File: src/rtl/pmch_pkg.sv
// package: offsets, field layout and fixed values of the power management capability header
`default_nettype none
package pmch_pkg;

  // ****************************************
  // item offsets and access
  // ****************************************
  localparam logic [1:0] PMCH_OFS_IDENT = 2'h0;
  localparam logic [1:0] PMCH_OFS_NEXT  = 2'h1;
  localparam logic [1:0] PMCH_OFS_CAPS  = 2'h2;
  localparam logic [1:0] PMCH_OFS_CAPSH = 2'h3;

  // ****************************************
  // fixed values
  // ****************************************
  localparam logic [7:0] PMCH_IDENT_VAL  = 8'h01;
  localparam logic [7:0] PMCH_NEXT_END   = 8'h00;
  localparam logic [2:0] PMCH_VERSION    = 3'h1;
  localparam logic [7:0] PMCH_RESET_BYTE = 8'h00;

  // ****************************************
  // capabilities word field positions
  // ****************************************
  localparam int PMCH_POS_VERSION = 0;
  localparam int PMCH_POS_CLOCK   = 3;
  localparam int PMCH_POS_DSI     = 5;
  localparam int PMCH_POS_ONE     = 9;
  localparam int PMCH_POS_TWO     = 10;
  localparam int PMCH_POS_WAKE    = 11;
  localparam int PMCH_POS_D3COLD  = 15;

  // ****************************************
  // access states
  // ****************************************
  typedef enum logic [1:0] {
    PMCH_IDLE = 2'b00,
    PMCH_RESP = 2'b01
  } pmch_state_t;

  // config access request: dword address within item, byte enables, write flag
  typedef struct packed {
    logic        valid;
    logic        write;
    logic [3:0]  byte_en;
    logic        dword_sel;
    logic [31:0] wdata;
  } pmch_req_t;

  typedef struct packed {
    logic        done;
    logic [31:0] rdata;
  } pmch_rsp_t;

  // fixed design-time capability settings
  typedef struct packed {
    logic [4:0] wake_state_mask;
    logic       state_two_supported;
    logic       state_one_supported;
    logic       needs_init;
    logic       wake_needs_bus_clock;
    logic [7:0] next_pointer;
  } pmch_cfg_t;

endpackage
`default_nettype wire

File: src/rtl/pmch_aux_sync.sv
// two-flop synchroniser for the auxiliary supply sense pin
`timescale 1ns/1ps
`default_nettype none
module pmch_aux_sync (
  input  wire logic i_core_clk,
  input  wire logic i_srst,
  input  wire logic i_async,
  output logic      o_sync
);
  typedef struct packed {
    logic meta;
    logic sync;
  } pmch_sync_st_t;

  pmch_sync_st_t st_q;
  pmch_sync_st_t st_d;

  always_comb begin
    st_d.meta = i_async;
    st_d.sync = st_q.meta;
  end

  always_ff @(posedge i_core_clk) begin
    if (i_srst) begin
      st_q <= '0;
    end else begin
      st_q <= st_d;
    end
  end

  assign o_sync = st_q.sync;
endmodule
`default_nettype wire

File: src/rtl/pmch_caps_word.sv
// builds the read-only capabilities word from fixed settings and supply sense
`timescale 1ns/1ps
`default_nettype none
module pmch_caps_word
  import pmch_pkg::*;
(
  input  wire pmch_pkg::pmch_cfg_t i_cfg,
  input  wire logic                i_aux_present,
  output logic [15:0]              o_caps
);
  import pmch_pkg::*;

  logic [4:0] mask;
  logic       any_wake;

  always_comb begin
    mask = i_cfg.wake_state_mask;
    // cold-state wake only claimed with auxiliary power sensed
    mask[PMCH_POS_D3COLD - PMCH_POS_WAKE] = i_cfg.wake_state_mask[4] & i_aux_present;
    any_wake = |mask;
    o_caps = 16'h0000;
    o_caps[PMCH_POS_WAKE +: 5] = mask;
    o_caps[PMCH_POS_TWO] = i_cfg.state_two_supported;
    o_caps[PMCH_POS_ONE] = i_cfg.state_one_supported;
    o_caps[PMCH_POS_DSI] = i_cfg.needs_init;
    o_caps[PMCH_POS_CLOCK] = i_cfg.wake_needs_bus_clock & any_wake;
    o_caps[PMCH_POS_VERSION +: 3] = PMCH_VERSION;
  end
endmodule
`default_nettype wire

File: src/rtl/pmch_header.sv
// power management capability header: config-space read-only register group
`timescale 1ns/1ps
`default_nettype none
module pmch_header
  import pmch_pkg::*;
#(
  parameter logic [4:0] WAKE_MASK  = 5'h00,
  parameter logic       HAS_TWO    = 1'b0,
  parameter logic       HAS_ONE    = 1'b0,
  parameter logic       NEEDS_INIT = 1'b0,
  parameter logic       WAKE_CLOCK = 1'b0,
  parameter logic [7:0] NEXT_PTR   = 8'h00
) (
  input  wire logic                i_core_clk,
  input  wire logic                i_srst,
  input  wire pmch_pkg::pmch_req_t i_req,
  input  wire logic                i_aux_sense,
  output pmch_pkg::pmch_rsp_t      o_rsp,
  output logic                     o_busy
);
  import pmch_pkg::*;

  // ****************************************
  // state
  // ****************************************
  typedef struct packed {
    pmch_state_t state;
    logic        done;
    logic [31:0] rdata;
  } pmch_hdr_st_t;

  pmch_hdr_st_t st_q;
  pmch_hdr_st_t st_d;
  pmch_cfg_t    cfg;
  logic         aux_ok;
  logic [15:0]  caps;
  logic [31:0]  dword0;

  // masks a dword by byte lanes so partial reads return only selected bytes
  function automatic logic [31:0] lane_mask(input logic [31:0] d, input logic [3:0] be);
    logic [31:0] r;
    r = 32'h0000_0000;
    for (int i = 0; i < 4; i++) begin
      r[i*8 +: 8] = be[i] ? d[i*8 +: 8] : PMCH_RESET_BYTE;
    end
    return r;
  endfunction

  // ****************************************
  // capability contents
  // ****************************************
  always_comb begin
    cfg.wake_state_mask      = WAKE_MASK;
    cfg.state_two_supported  = HAS_TWO;
    cfg.state_one_supported  = HAS_ONE;
    cfg.needs_init           = NEEDS_INIT;
    cfg.wake_needs_bus_clock = WAKE_CLOCK;
    cfg.next_pointer         = NEXT_PTR;
  end

  pmch_aux_sync u_sync (
    .i_core_clk (i_core_clk),
    .i_srst     (i_srst),
    .i_async    (i_aux_sense),
    .o_sync     (aux_ok)
  );

  pmch_caps_word u_caps (
    .i_cfg         (cfg),
    .i_aux_present (aux_ok),
    .o_caps        (caps)
  );

  // fixed identifier, one header instance per function
  assign dword0 = {caps, cfg.next_pointer, PMCH_IDENT_VAL};

  // ****************************************
  // access handling
  // ****************************************
  always_comb begin
    st_d      = st_q;
    st_d.done = 1'b0;
    case (st_q.state)
      PMCH_IDLE: begin
        if (i_req.valid) begin
          st_d.state = PMCH_RESP;
          st_d.done  = 1'b1;
          // writes ignored: nothing here is writable
          if (i_req.write) begin
            st_d.rdata = 32'h0000_0000;
          end else if (!i_req.dword_sel) begin
            st_d.rdata = lane_mask(dword0, i_req.byte_en);
          end else begin
            st_d.rdata = 32'h0000_0000;
          end
        end
      end
      PMCH_RESP: begin
        st_d.state = PMCH_IDLE;
      end
      default: begin
        st_d.state = PMCH_IDLE;
      end
    endcase
  end

  always_ff @(posedge i_core_clk) begin
    if (i_srst) begin
      st_q <= '0;
    end else begin
      st_q <= st_d;
    end
  end

  assign o_rsp.done  = st_q.done;
  assign o_rsp.rdata = st_q.rdata;
  assign o_busy      = (st_q.state == PMCH_RESP);

  // ****************************************
  // checks
  // ****************************************
  a_ident_read: assert property (@(posedge i_core_clk) disable iff (i_srst)
    (i_req.valid && !o_busy && !i_req.write && !i_req.dword_sel && i_req.byte_en[0])
      |=> (o_rsp.done && o_rsp.rdata[7:0] == 8'h01))
    else $error("identifier byte not 01h");
  a_next_read: assert property (@(posedge i_core_clk) disable iff (i_srst)
    (i_req.valid && !o_busy && !i_req.write && !i_req.dword_sel && i_req.byte_en[1])
      |=> (o_rsp.rdata[15:8] == NEXT_PTR))
    else $error("next pointer wrong");
  a_version_bits: assert property (@(posedge i_core_clk) disable iff (i_srst)
    caps[2:0] == 3'b001)
    else $error("version field wrong");
  a_reserved_zero: assert property (@(posedge i_core_clk) disable iff (i_srst)
    caps[8:6] == 3'b000 && caps[4] == 1'b0)
    else $error("reserved caps bits not zero");
  a_upper_zero: assert property (@(posedge i_core_clk) disable iff (i_srst)
    (i_req.valid && !o_busy && i_req.dword_sel) |=> (o_rsp.done && o_rsp.rdata == 32'h0))
    else $error("unmapped read not zero");
  a_write_done: assert property (@(posedge i_core_clk) disable iff (i_srst)
    (i_req.valid && !o_busy && i_req.write) |=> (o_rsp.done ##1 !o_rsp.done))
    else $error("write not completed");
  a_caps_stable: assert property (@(posedge i_core_clk) disable iff (i_srst)
    $past(i_req.valid && i_req.write) |-> $stable(caps[14:0]))
    else $error("caps changed by write");
  a_clock_nowake: assert property (@(posedge i_core_clk) disable iff (i_srst)
    (caps[15:11] == 5'h00) |-> !caps[3])
    else $error("clock bit set without wake");
  a_cold_aux: assert property (@(posedge i_core_clk) disable iff (i_srst)
    caps[15] |-> aux_ok)
    else $error("cold wake without aux power");
  a_lane_mask: assert property (@(posedge i_core_clk) disable iff (i_srst)
    (i_req.valid && !o_busy && !i_req.write && !i_req.byte_en[3]) |=> o_rsp.rdata[31:24] == 8'h00)
    else $error("unselected lane not zero");

  a_done_pulse: assert property (@(posedge i_core_clk) disable iff (i_srst)
    o_rsp.done |=> !o_rsp.done)
    else $error("done longer than one cycle");
  a_rdata_hold: assert property (@(posedge i_core_clk) disable iff (i_srst)
    !(i_req.valid && !o_busy) |=> $stable(o_rsp.rdata))
    else $error("read data changed without access");

  c_read_low: cover property (@(posedge i_core_clk) i_req.valid && !i_req.write && !i_req.dword_sel);
  c_read_high: cover property (@(posedge i_core_clk) i_req.valid && !i_req.write && i_req.dword_sel);
  c_write: cover property (@(posedge i_core_clk) i_req.valid && i_req.write);
  c_aux_up: cover property (@(posedge i_core_clk) $rose(aux_ok));
endmodule
`default_nettype wire

File: config.mk
export PLATFORM = sky130hd
export DESIGN_NAME = pmch_header
export DESIGN_NICKNAME = d
export VERILOG_FILES = /design/src/rtl/pmch_pkg.sv /design/src/rtl/pmch_aux_sync.sv /design/src/rtl/pmch_caps_word.sv /design/src/rtl/pmch_header.sv
export SDC_FILE = /design/constraint.sdc
export NUM_CORES = 1
export LEC_CHECK = 0
export ABC_CLOCK_PERIOD_IN_PS = 1600
export BUFFER_PORTS_ARGS = -buffer_cell sky130_fd_sc_hd__clkbuf_2
export CORE_ASPECT_RATIO = 0.9
export CORE_UTILIZATION = 25
export CTS_CLUSTER_DIAMETER = 80
export DETAILED_ROUTE_END_ITERATION = 7
export GPL_ROUTABILITY_DRIVEN = 0
export GPL_TIMING_DRIVEN = 0
export MAX_ROUTING_LAYER = met4
export PLACE_DENSITY_LB_ADDON = 0.08
export SETUP_SLACK_MARGIN = 0.02
export SYNTH_ARGS = -nofsm -noshare
export SYNTH_HDL_FRONTEND = slang
export SYNTH_SLANG_ARGS = --single-unit
File: constraint.sdc
create_clock -name i_core_clk -period 1.6 [get_ports i_core_clk]
set_clock_uncertainty 0.1 [all_clocks]
set_input_delay 0.24 -clock i_core_clk [delete_from_list [all_inputs] [get_ports i_core_clk]]
set_output_delay 0.24 -clock i_core_clk [all_outputs]
set_load 0.02 [all_outputs]
; ---- Word level (Yosys, flattened, before mapping)
; Index checks and enable logic that the tools add are counted.
[totals]
elab_cells = 12
out_inout_bits = 34
regBits = 34
in_bits = 42
[op_classes]
mux = 5
reduce_logical = 3
bitwise_logic = 1
[ops]
columns = cell, count
row1 = two-way mux 33 bit, 1
row2 = two-way mux 32 bit, 1
row3 = two-way mux 17 bit, 1
row4 = logical NOT 2 bit, 1
row5 = two-way mux 1 bit, 2
row6 = AND reduction 2 bit, 1
row7 = OR reduction 2 bit, 1
row8 = inverter 1 bit, 1

; ---- Longest topological paths before layout
; Gate-level depths: netlist of run 1.
[logic_depth]
depth_word = 4
ltp_mapped = 2
ltp_nobuf = 2

; ---- Cells and area by module
; Synthesis of run 1 repeated with hierarchy kept, for this count alone.
[unflattened]
cells_unflattened = 85
hier_area_um2 = 912.1
[by_module_without_submodules]
columns = module, area_per_inst_um2, seq_area_each_um2, cells_per_inst, instances
row1 = pmch_header, 725.7, 380.4, 62, 1
row2 = pmch_caps_word, 133.9, 0.0, 19, 1
row3 = pmch_aux_sync, 52.6, 40.0, 4, 1

; ---- Worst setup path after synthesis of run 1
; OpenSTA, ideal clock, no wires.
[synth_timing]
path_type = reg-to-reg
from = register st_q[33] in the netlist's numbering
to = register st_q, in the netlist o_rsp[0]
setup_time_ns = 0.092
path_slack_ns = 0.671
n_path_buf = 0
synth_period_minus_slack_ns = 0.929
t_required_ns = 1.408
path_stages_with_launch = 3
arrival_ns = 0.737
cell_sequence = dfxtp_1 > nor2b_4 > o32ai_1
[synth_between]
elab_chain_len = 2
[synth_rtl]
columns = item, line_no
row1 = start: declaration, pmch_header.sv:32  ; pmch_hdr_st_t st_q;
row2 = start signal: assignment, pmch_header.sv:111  ; st_q <= st_d;
row3 = logical NOT 2 bit, pmch_header.sv:83  ; case (st_q.state)
row4 = AND reduction 2 bit (no line), --
; No other way between the ends.
; A chain may end at the register's enable or synchronous reset.

; ---- Final worst setup path of run 1
[layout_timing]
from = register st_q[33] in the netlist's numbering
to = output port o_busy
[layout_rtl]
columns = item, line_no
row1 = end: declaration, pmch_header.sv:19  ; output logic o_busy
; No word-level cell between the ends.

==> results.sh, run 1 <==
export IMPL_swShare=0.336
export IMPL_end_kind="output port"
export IMPL_finalWirelength_um=541
export IMPL_startpoint_type="flip-flop"
export IMPL_slew_violations=0
export IMPL_cp_max_fo=4
export IMPL_peakVddDrop_v=0.000185
export IMPL_clock_latency_ns=0.23
export IMPL_wl_met1_um=202
export IMPL_antennaDiodeCount=0
export IMPL_synth_warnings=0
export IMPL_hp_class="input port to flip-flop"
export IMPL_clock_root_buffer="clkbuf_4"
export IMPL_final_layout_size_suffix_gt1_frac=0.506
export IMPL_finalCriticalPeriod_ns=1.18
export IMPL_area_growth_pct=51.4
export IMPL_path_class="flip-flop to output port"
export IMPL_io_buffers=10
export IMPL_grt_start_max_net_pins=7
export IMPL_highest_layer="met3"
export IMPL_hold_depth=2
export IMPL_syn_inst=45
export IMPL_cpPeakStageDelay_ns=0.40
export IMPL_p_clk_frac=0.325
export IMPL_rsz0062_at_grt="no"
export IMPL_cts_setup_buffers=0
export IMPL_cts_max_path_buffers=2
export IMPL_fmax_mhz=850
export IMPL_slowest_stage="dfxtp_1"
export IMPL_cts_resized=0
export IMPL_fin_nets=131
export IMPL_cts_buffers=3
export IMPL_first_pass_iters=5
export IMPL_r2r_cells=2
export IMPL_min_period_over_period=0.735
export IMPL_crit_cells=1
export IMPL_intPower_mw=0.252
export IMPL_grt_total_usage=0.0633
export IMPL_path_cells="clkbuf_2"
export IMPL_crit_family="flip-flops"
export IMPL_totalPowerFinal_mw=0.380
export IMPL_fin_tns_setup_ns=0
export IMPL_setup_viol=0
export IMPL_cp_required_ns=1.26
export IMPL_grt_pass1_wl_um=717
export IMPL_start_util=0.269
export IMPL_violations="design-rule violations"
export IMPL_syn_avg_cell_area_um2=8.65
export IMPL_route_met3_wl_um=89
export IMPL_postCtsHoldBufs=0
export IMPL_power_switching_mw=0.128
export IMPL_rows=13
export IMPL_via_per_inst=2.90
export IMPL_p_leak_nw=0.371
export IMPL_grt_pass1_vias=205
export IMPL_cts_tree="yes"
export IMPL_num_vias=296
export IMPL_drcViolationCount=2
export IMPL_core_region_area_um2=1450
export IMPL_wl_per_cell_um=5.30
export IMPL_drt_iter0_markers=2
export IMPL_clk_pin_slew_ns=0.04
export IMPL_status="complete, but fails checks"
export IMPL_synth_seq_cells=4
export IMPL_antenna_found_initial=0
export IMPL_finalHoldViolCount=0
export IMPL_syn_cell_area_um2=389
export IMPL_power_frac_seq=0.282
export IMPL_cts_max_level=1
export IMPL_die_w_um=43.6
export IMPL_synth_sequential_area_ratio=0.206
export IMPL_crit_arrival_ns=0.84
export IMPL_ios=76
export IMPL_dieArea_um2=1720
export IMPL_hpwl_um=487
export IMPL_synth_cell_type_count=9
export IMPL_grt_overflow=0
export IMPL_drv_cap=0
export IMPL_cts_sinks=4
export IMPL_final_cell_mix="30 x buf_4, 30 x conb_1, 10 x clkbuf_2"
export IMPL_powerDensity_nw_per_um2=645
export IMPL_dieHeight_um=39.4
export IMPL_route_met2_wl_um=248
export IMPL_p_comb_frac=0.393
export IMPL_whs_ns=0.146
export IMPL_drt_antenna_violating_nets=0
export IMPL_path_buf_inv=1
-- routing by layer --
metal,vias to the layer above,GRT usage
met2,22,0.101
met4,0,0.0938
li1,168,-
met1,106,0.0599
met5,-,-
met3,0,0.00461
-- layout make-up --
type                    instances  area (um2)
well taps                      15        18.8
flip-flops and latches          4        80.1
plain buffers                  30         225
inverters                       2        7.51
fillers                       153         858
clock buffers                   3        22.5
multi-input cells              38         185
repair buffers                 10        50.0
-- power groups by stage --
stage / clock network (mW) / registers [mW] / logic (mW)
2_1_floorplan: 0 / 0.114 / 0.128
3_3_place_gp: 0 / 0.109 / 0.147
3_5_place_dp: 0 / 0.109 / 0.147
4_1_cts: 0.131 / 0.107 / 0.147
5_1_grt: 0.136 / 0.108 / 0.160
6_report: 0.123 / 0.107 / 0.149
-- worst reg2reg max path, cell delays in order, from the launching register on --
cell and delay, ns:
dfxtp_1 0.40, nor2b_4 0.07, o32ai_1 0.22
-- per-stage QoR --
stage | area, um2 | cells | worst slack (ns) | utilization
floorplan | 498 | 74 | 0.671 | -
global placement | 567 | 99 | 0.670 | 0.392
detailed placement | 567 | 99 | 0.670 | 0.392
CTS | 589 | 102 | 0.411 | 0.407
global route | 589 | 102 | 0.399 | 0.407
finish | 589 | 102 | 0.424 | 0.407
-- synthesized netlist by cell type (all sizes together) --
cell type / instances / share of area
dfxtp: 4 / 0.21
o32ai: 2 / 0.045
conb: 1 / 0.0096
buf: 30 / 0.58
nand4bb: 2 / 0.058
nor2b: 3 / 0.068
or2: 1 / 0.016
inv: 2 / 0.019
-- kinds of logic (layout without fill, tap and decap cells) --
kind of cell	count (synthesis)	count (layout)	share of synthesized area
AOI/OAI and AO/OA	2	2	0.0450
buffers and inverters	32	45	0.598
DFF	4	4	0.206
other	1	30	0.00964
and+or+nand+nor	6	6	0.141
-- state kept, by name, indices dropped and copies added, names as in the netlist --
register and count:
st_q 1, o_rsp 3
-- worst paths after layout --
kind,start,end,slack (ns)
max,st_q[33],o_busy,0.42
min,i_srst,st_q[33],0.15
max reg2reg,st_q[33],o_rsp[16],0.72
min reg2reg,o_rsp[0],o_rsp[0],0.38
Note: power is estimated with default switching activity, not from simulation.
==> run 2: changes to the inputs <==
ABC_CLOCK_PERIOD_IN_PS = 1000   (was 1600)
CORE_UTILIZATION = 22   (was 25)
clock period = 1 ns   (was 1.6 ns; I/O delays follow)
==> run 2 against run 1 <==
Compared with the run above: the run now ends clean; non-clock buffer count increased by 1; sequential share of layout area decreased by 0.37 points; die area increased by 13%; clock power increased by 63%; utilization decreased by 1.5 points; via count increased by 1.4%; register-to-register slack got worse by 0.67 ns; final area increased by 11%.
==> results.sh, run 2 (synthesized netlist as in run 1, its figures left out) <==
export IMPL_final_cell_mix="30 x buf_4, 30 x conb_1, 7 x clkbuf_2"
export IMPL_min_period_over_period=0.954
export IMPL_cp_required_ns=1.03
export IMPL_setup_viol=0
export IMPL_r2r_cells=3
export IMPL_clock_root_buffer="clkbuf_4"
export IMPL_stdcell_area_um2=653
export IMPL_fin_nets=132
export IMPL_intPower_mw=0.416
export IMPL_die_w_um=46.3
export IMPL_globalRouteMet2Util=0.100
export IMPL_cts_buffers=3
export IMPL_final_layout_size_suffix_gt1_frac=0.557
export IMPL_area_growth_pct=67.8
export IMPL_cts_tree="yes"
export IMPL_reg2reg_slack_ns=0.05
export IMPL_core_region_area_um2=1660
export IMPL_cts_max_level=1
export IMPL_antennaDiodeCount=0
export IMPL_startpoint="st_q[33]"
export IMPL_drt_antenna_violating_nets=0
export IMPL_power_frac_seq=0.273
export IMPL_timing_rr_end="o_rsp[0]"
export IMPL_r2r_start="st_q[33]"
export IMPL_grt_total_usage=0.0749
export IMPL_grt_overflow=0
export IMPL_p_clk_frac=0.319
export IMPL_grtUsageMet1=0.0880
export IMPL_status="finished, final reports clean"
export IMPL_end_kind="flip-flop"
export IMPL_postCtsHoldBufs=0
export IMPL_slew_violations=0
export IMPL_rsz0062_at_grt="yes"
export IMPL_dieHeight_um=41.9
export IMPL_cpPeakStageDelay_ns=0.35
export IMPL_p_comb_frac=0.408
export IMPL_clk_pin_slew_ns=0.04
export IMPL_start_util=0.234
export IMPL_finalHoldViolCount=0
export IMPL_via_per_inst=2.68
export IMPL_min_from="i_srst"
export IMPL_startpoint_type="flip-flop"
export IMPL_ios=76
export IMPL_crit_arrival_ns=0.98
export IMPL_drv_cap=0
export IMPL_grt_pass1_wl_um=993
export IMPL_first_pass_iters=2
export IMPL_drcViolationCount=0
export IMPL_hp_class="input port to flip-flop"
export IMPL_wl_per_cell_um=5.40
export IMPL_slowest_stage="dfxtp_4"
export IMPL_grt_start_max_net_pins=7
export IMPL_largest_reg_flops=3
export IMPL_path_cells="buf_6 > nand4bb_1 > o32ai_1"
export IMPL_finalWirelength_um=605
export IMPL_io_buffers=10
export IMPL_busiest_layer="met2"
export IMPL_p_leak_nw=0.388
export IMPL_use_met3=0.0174
export IMPL_critPathCapture="o_rsp[0]"
export IMPL_num_vias=300
export IMPL_fmax_mhz=1050
export IMPL_dieArea_um2=1940
export IMPL_place_area_um2=578
export IMPL_antenna_found_initial=0
export IMPL_swShare=0.337
export IMPL_finalCriticalPeriod_ns=0.954
export IMPL_peakVddDrop_v=0.000229
export IMPL_fin_tns_setup_ns=0
export IMPL_cts_max_path_buffers=2
export IMPL_path_class="flip-flop to flip-flop"
export IMPL_cts_sinks=4
export IMPL_cp_max_fo=3
export IMPL_drt_iter0_markers=1
export IMPL_rows=14
export IMPL_power_switching_mw=0.211
export IMPL_clock_latency_ns=0.23
export IMPL_hpwl_um=555
export IMPL_grt_pass1_vias=258
export IMPL_powerDensity_nw_per_um2=960
==> run 2: how the worst min path moves through the flow <==
stage / to / slack (ns) / cells after the start
after floorplan: o_rsp[32] / 0.12 / 1
after global placement: st_q[33] / 0.30 / 2
after detailed placement: o_rsp[32] / 0.31 / 2
after CTS: st_q[33] / 0.04 / 2
after global routing: st_q[33] / 0.07 / 2
final: st_q[33] / 0.06 / 2
==> run 2: area by class of cell <==
class | instances | area [um2]
clock buffer | 3 | 22.5
buffer | 30 | 225
multi-input combinational | 38 | 193
sequential | 4 | 86.3
tap | 24 | 30.0
inverter | 2 | 7.51
timing repair buffer | 11 | 88.8
fill | 183 | 1010
==> run 2: timing repair <==
action,4_1_cts,5_1_grt
endpoints found under the setup margin,3,4
resized for setup,9,4
endpoints found under the hold margin,0,0
buffers inserted,1,0
==> run 2: worst max-delay path: cells and delay by family, from the launching register on <==
kind,cells,cell delay [ns]
AO/OA/AOI/OAI,1,0.12
buffers and inverters,1,0.12
AND/OR/NAND/NOR,1,0.16
flip-flops,1,0.35
==> run 2: power groups by stage <==
stage	Clock [mW]	Sequential (mW)	Combinational (mW)
floorplan	0	0.182	0.204
detailed placement	0	0.174	0.236
global placement	0	0.174	0.235
CTS	0.214	0.170	0.247
global route	0.227	0.172	0.275
finish	0.200	0.171	0.256
==> run 2: per-stage QoR <==
step	hold slack, ns	util	setup WS [ns]	power (mW)	std cells
6_report	0.0567	0.392	0.0461	0.627	112
5_1_grt	0.0690	0.392	0.00157	0.674	112
4_1_cts	0.0415	0.384	0.0231	0.631	112
3_5_place_dp	0.308	0.347	0.117	0.410	108
3_3_place_gp	0.297	0.347	0.129	0.410	108
2_1_floorplan	0.122	-	0.0708	0.386	74
==> run 2: per-layer routing <==
metal / wire length [um] / share of wire
met5: 0 / 0
met4: 0 / 0
met3: 71 / 0.12
met2: 302 / 0.50
met1: 231 / 0.38
==> run 3: changes to the inputs <==
CORE_UTILIZATION = 23   (was 22)
CTS_BUF_LIST = sky130_fd_sc_hd__clkbuf_2 sky130_fd_sc_hd__clkbuf_4 sky130_fd_sc_hd__clkbuf_8   (was default)
RECOVER_POWER = 25   (was default)
==> run 3 against run 2 <==
Compared with the run above: sequential share of layout area grew 0.46 points; register-to-register slack gained 0.02 ns; combinational power shrank 5%; highest routed layer unchanged.
==> results.sh, run 3 (synthesized netlist as in run 1, its figures left out) <==
export IMPL_status="finished, final reports clean"
export IMPL_cpPeakStageDelay_ns=0.33
export IMPL_stdcell_area_um2=613
export IMPL_end_kind="output port"
export IMPL_powerDensity_nw_per_um2=1000
export IMPL_via_per_inst=2.69
export IMPL_fin_nets=132
export IMPL_cts_max_path_buffers=2
export IMPL_path_class="flip-flop to output port"
export IMPL_wl_per_cell_um=5.25
export IMPL_cts_tree="yes"
export IMPL_start_util=0.257
export IMPL_grt_overflow=0
export IMPL_cp_required_ns=0.75
export IMPL_intPower_mw=0.407
export IMPL_path_buf_inv=1
export IMPL_finalHoldViolCount=0
export IMPL_peakVddDrop_v=0.000315
export IMPL_final_common_cell="buf_4"
export IMPL_grt_total_usage=0.0629
export IMPL_cp_max_fo=2
export IMPL_slew_violations=0
export IMPL_dieArea_um2=1860
export IMPL_grt_pass1_vias=222
export IMPL_finalWirelength_um=577
export IMPL_grt_start_max_net_pins=7
export IMPL_cts_max_level=1
export IMPL_p_comb_frac=0.399
export IMPL_num_vias=296
export IMPL_fmax_mhz=1040
export IMPL_clk_pin_slew_ns=0.04
export IMPL_crit_arrival_ns=0.71
export IMPL_drt_iter0_markers=1
export IMPL_swShare=0.337
export IMPL_drt_antenna_violating_nets=0
export IMPL_io_buffers=10
export IMPL_postCtsHoldBufs=0
export IMPL_cts_sinks=4
export IMPL_grt_pass1_wl_um=752
export IMPL_clock_root_buffer="clkbuf_4"
export IMPL_power_switching_mw=0.207
export IMPL_largest_reg_flops=3
export IMPL_cts_buffers=3
export IMPL_place_area_um2=576
export IMPL_finalCriticalPeriod_ns=0.957
export IMPL_p_leak_nw=0.376
export IMPL_hpwl_um=507
export IMPL_area_growth_pct=57.6
export IMPL_drcViolationCount=0
export IMPL_min_period_over_period=0.957
export IMPL_hp_class="input port to flip-flop"
export IMPL_clock_latency_ns=0.23
export IMPL_fin_tns_setup_ns=0
export IMPL_antennaDiodeCount=0
export IMPL_p_clk_frac=0.327
export IMPL_final_cell_mix="31 x buf_4, 30 x conb_1, 8 x clkbuf_2"
export IMPL_die_w_um=45.4
export IMPL_ios=76
export IMPL_crit_family="flip-flops"
export IMPL_path_cells="clkbuf_8"
export IMPL_rows=13
export IMPL_power_frac_seq=0.275
export IMPL_first_pass_iters=2
export IMPL_setup_viol=0
export IMPL_drv_cap=0
export IMPL_antenna_found_initial=0
export IMPL_core_region_area_um2=1510
export IMPL_dieHeight_um=41.0
export IMPL_final_layout_size_suffix_gt1_frac=0.523
export IMPL_rsz0062_at_grt="no"
export IMPL_startpoint_type="flip-flop"
export IMPL_slowest_stage="dfxtp_4"
## run 3: cell counts in the layout (fill, tap and decap cells not counted)
Identical to the previous run, type by type.
## run 3: layout make-up
class | count | area [um2]
Fill cell | 169 | 900
Buffer | 30 | 225
Multi-Input combinational cell | 38 | 180
Sequential cell | 4 | 83.8
Timing Repair Buffer | 11 | 66.3
Tap cell | 22 | 27.5
Clock buffer | 3 | 22.5
Inverter | 2 | 7.51
## run 3: stage by stage
step / setup WS, ns / util / total power [mW] / hold WS (ns) / cells
floorplan: 0.0708 / - / 0.386 / 0.122 / 74
global placement: 0.143 / 0.380 / 0.410 / 0.295 / 106
detailed placement: 0.133 / 0.380 / 0.410 / 0.298 / 106
CTS: 0.0237 / 0.409 / 0.628 / 0.0357 / 110
global route: 0.0272 / 0.405 / 0.649 / 0.0546 / 110
finish: 0.0429 / 0.405 / 0.613 / 0.0426 / 110
## run 3: final timing paths
| check | from | end | slack [ns] | depth (start not counted) |
|---|---|---|---|---|
| setup / recovery | st_q[33] | o_busy | 0.04 | 1 |
| setup reg to reg | st_q[33] | o_rsp[0] | 0.07 | 3 |
| hold reg to reg | o_rsp[16] | o_rsp[16] | 0.38 | 2 |
| hold / removal | i_srst | st_q[33] | 0.04 | 2 |
## run 3: per-layer routing
| layer | routed length (um) | up-vias | GRT usage |
|---|---|---|---|
| met3 | 84 | 0 | 0.00881 |
| met2 | 290 | 23 | 0.0978 |
| met1 | 202 | 104 | 0.0601 |
| li1 | - | 169 | - |
| met4 | 0 | 0 | 0.0909 |
| met5 | 0 | - | - |
## run 3: power by group through the flow
stage,registers [mW],clock network [mW],logic (mW)
floorplan,0.182,0,0.204
global placement,0.174,0,0.236
detailed placement,0.174,0,0.236
CTS,0.169,0.215,0.245
global route,0.169,0.217,0.264
finish,0.169,0.200,0.244
## run 3: timing repair
action / CTS / global route
cloned: 0 / 0
setup endpoints to repair: 1 / 2
setup buffers: 1 / 0
gates resized for setup: 4 / 3
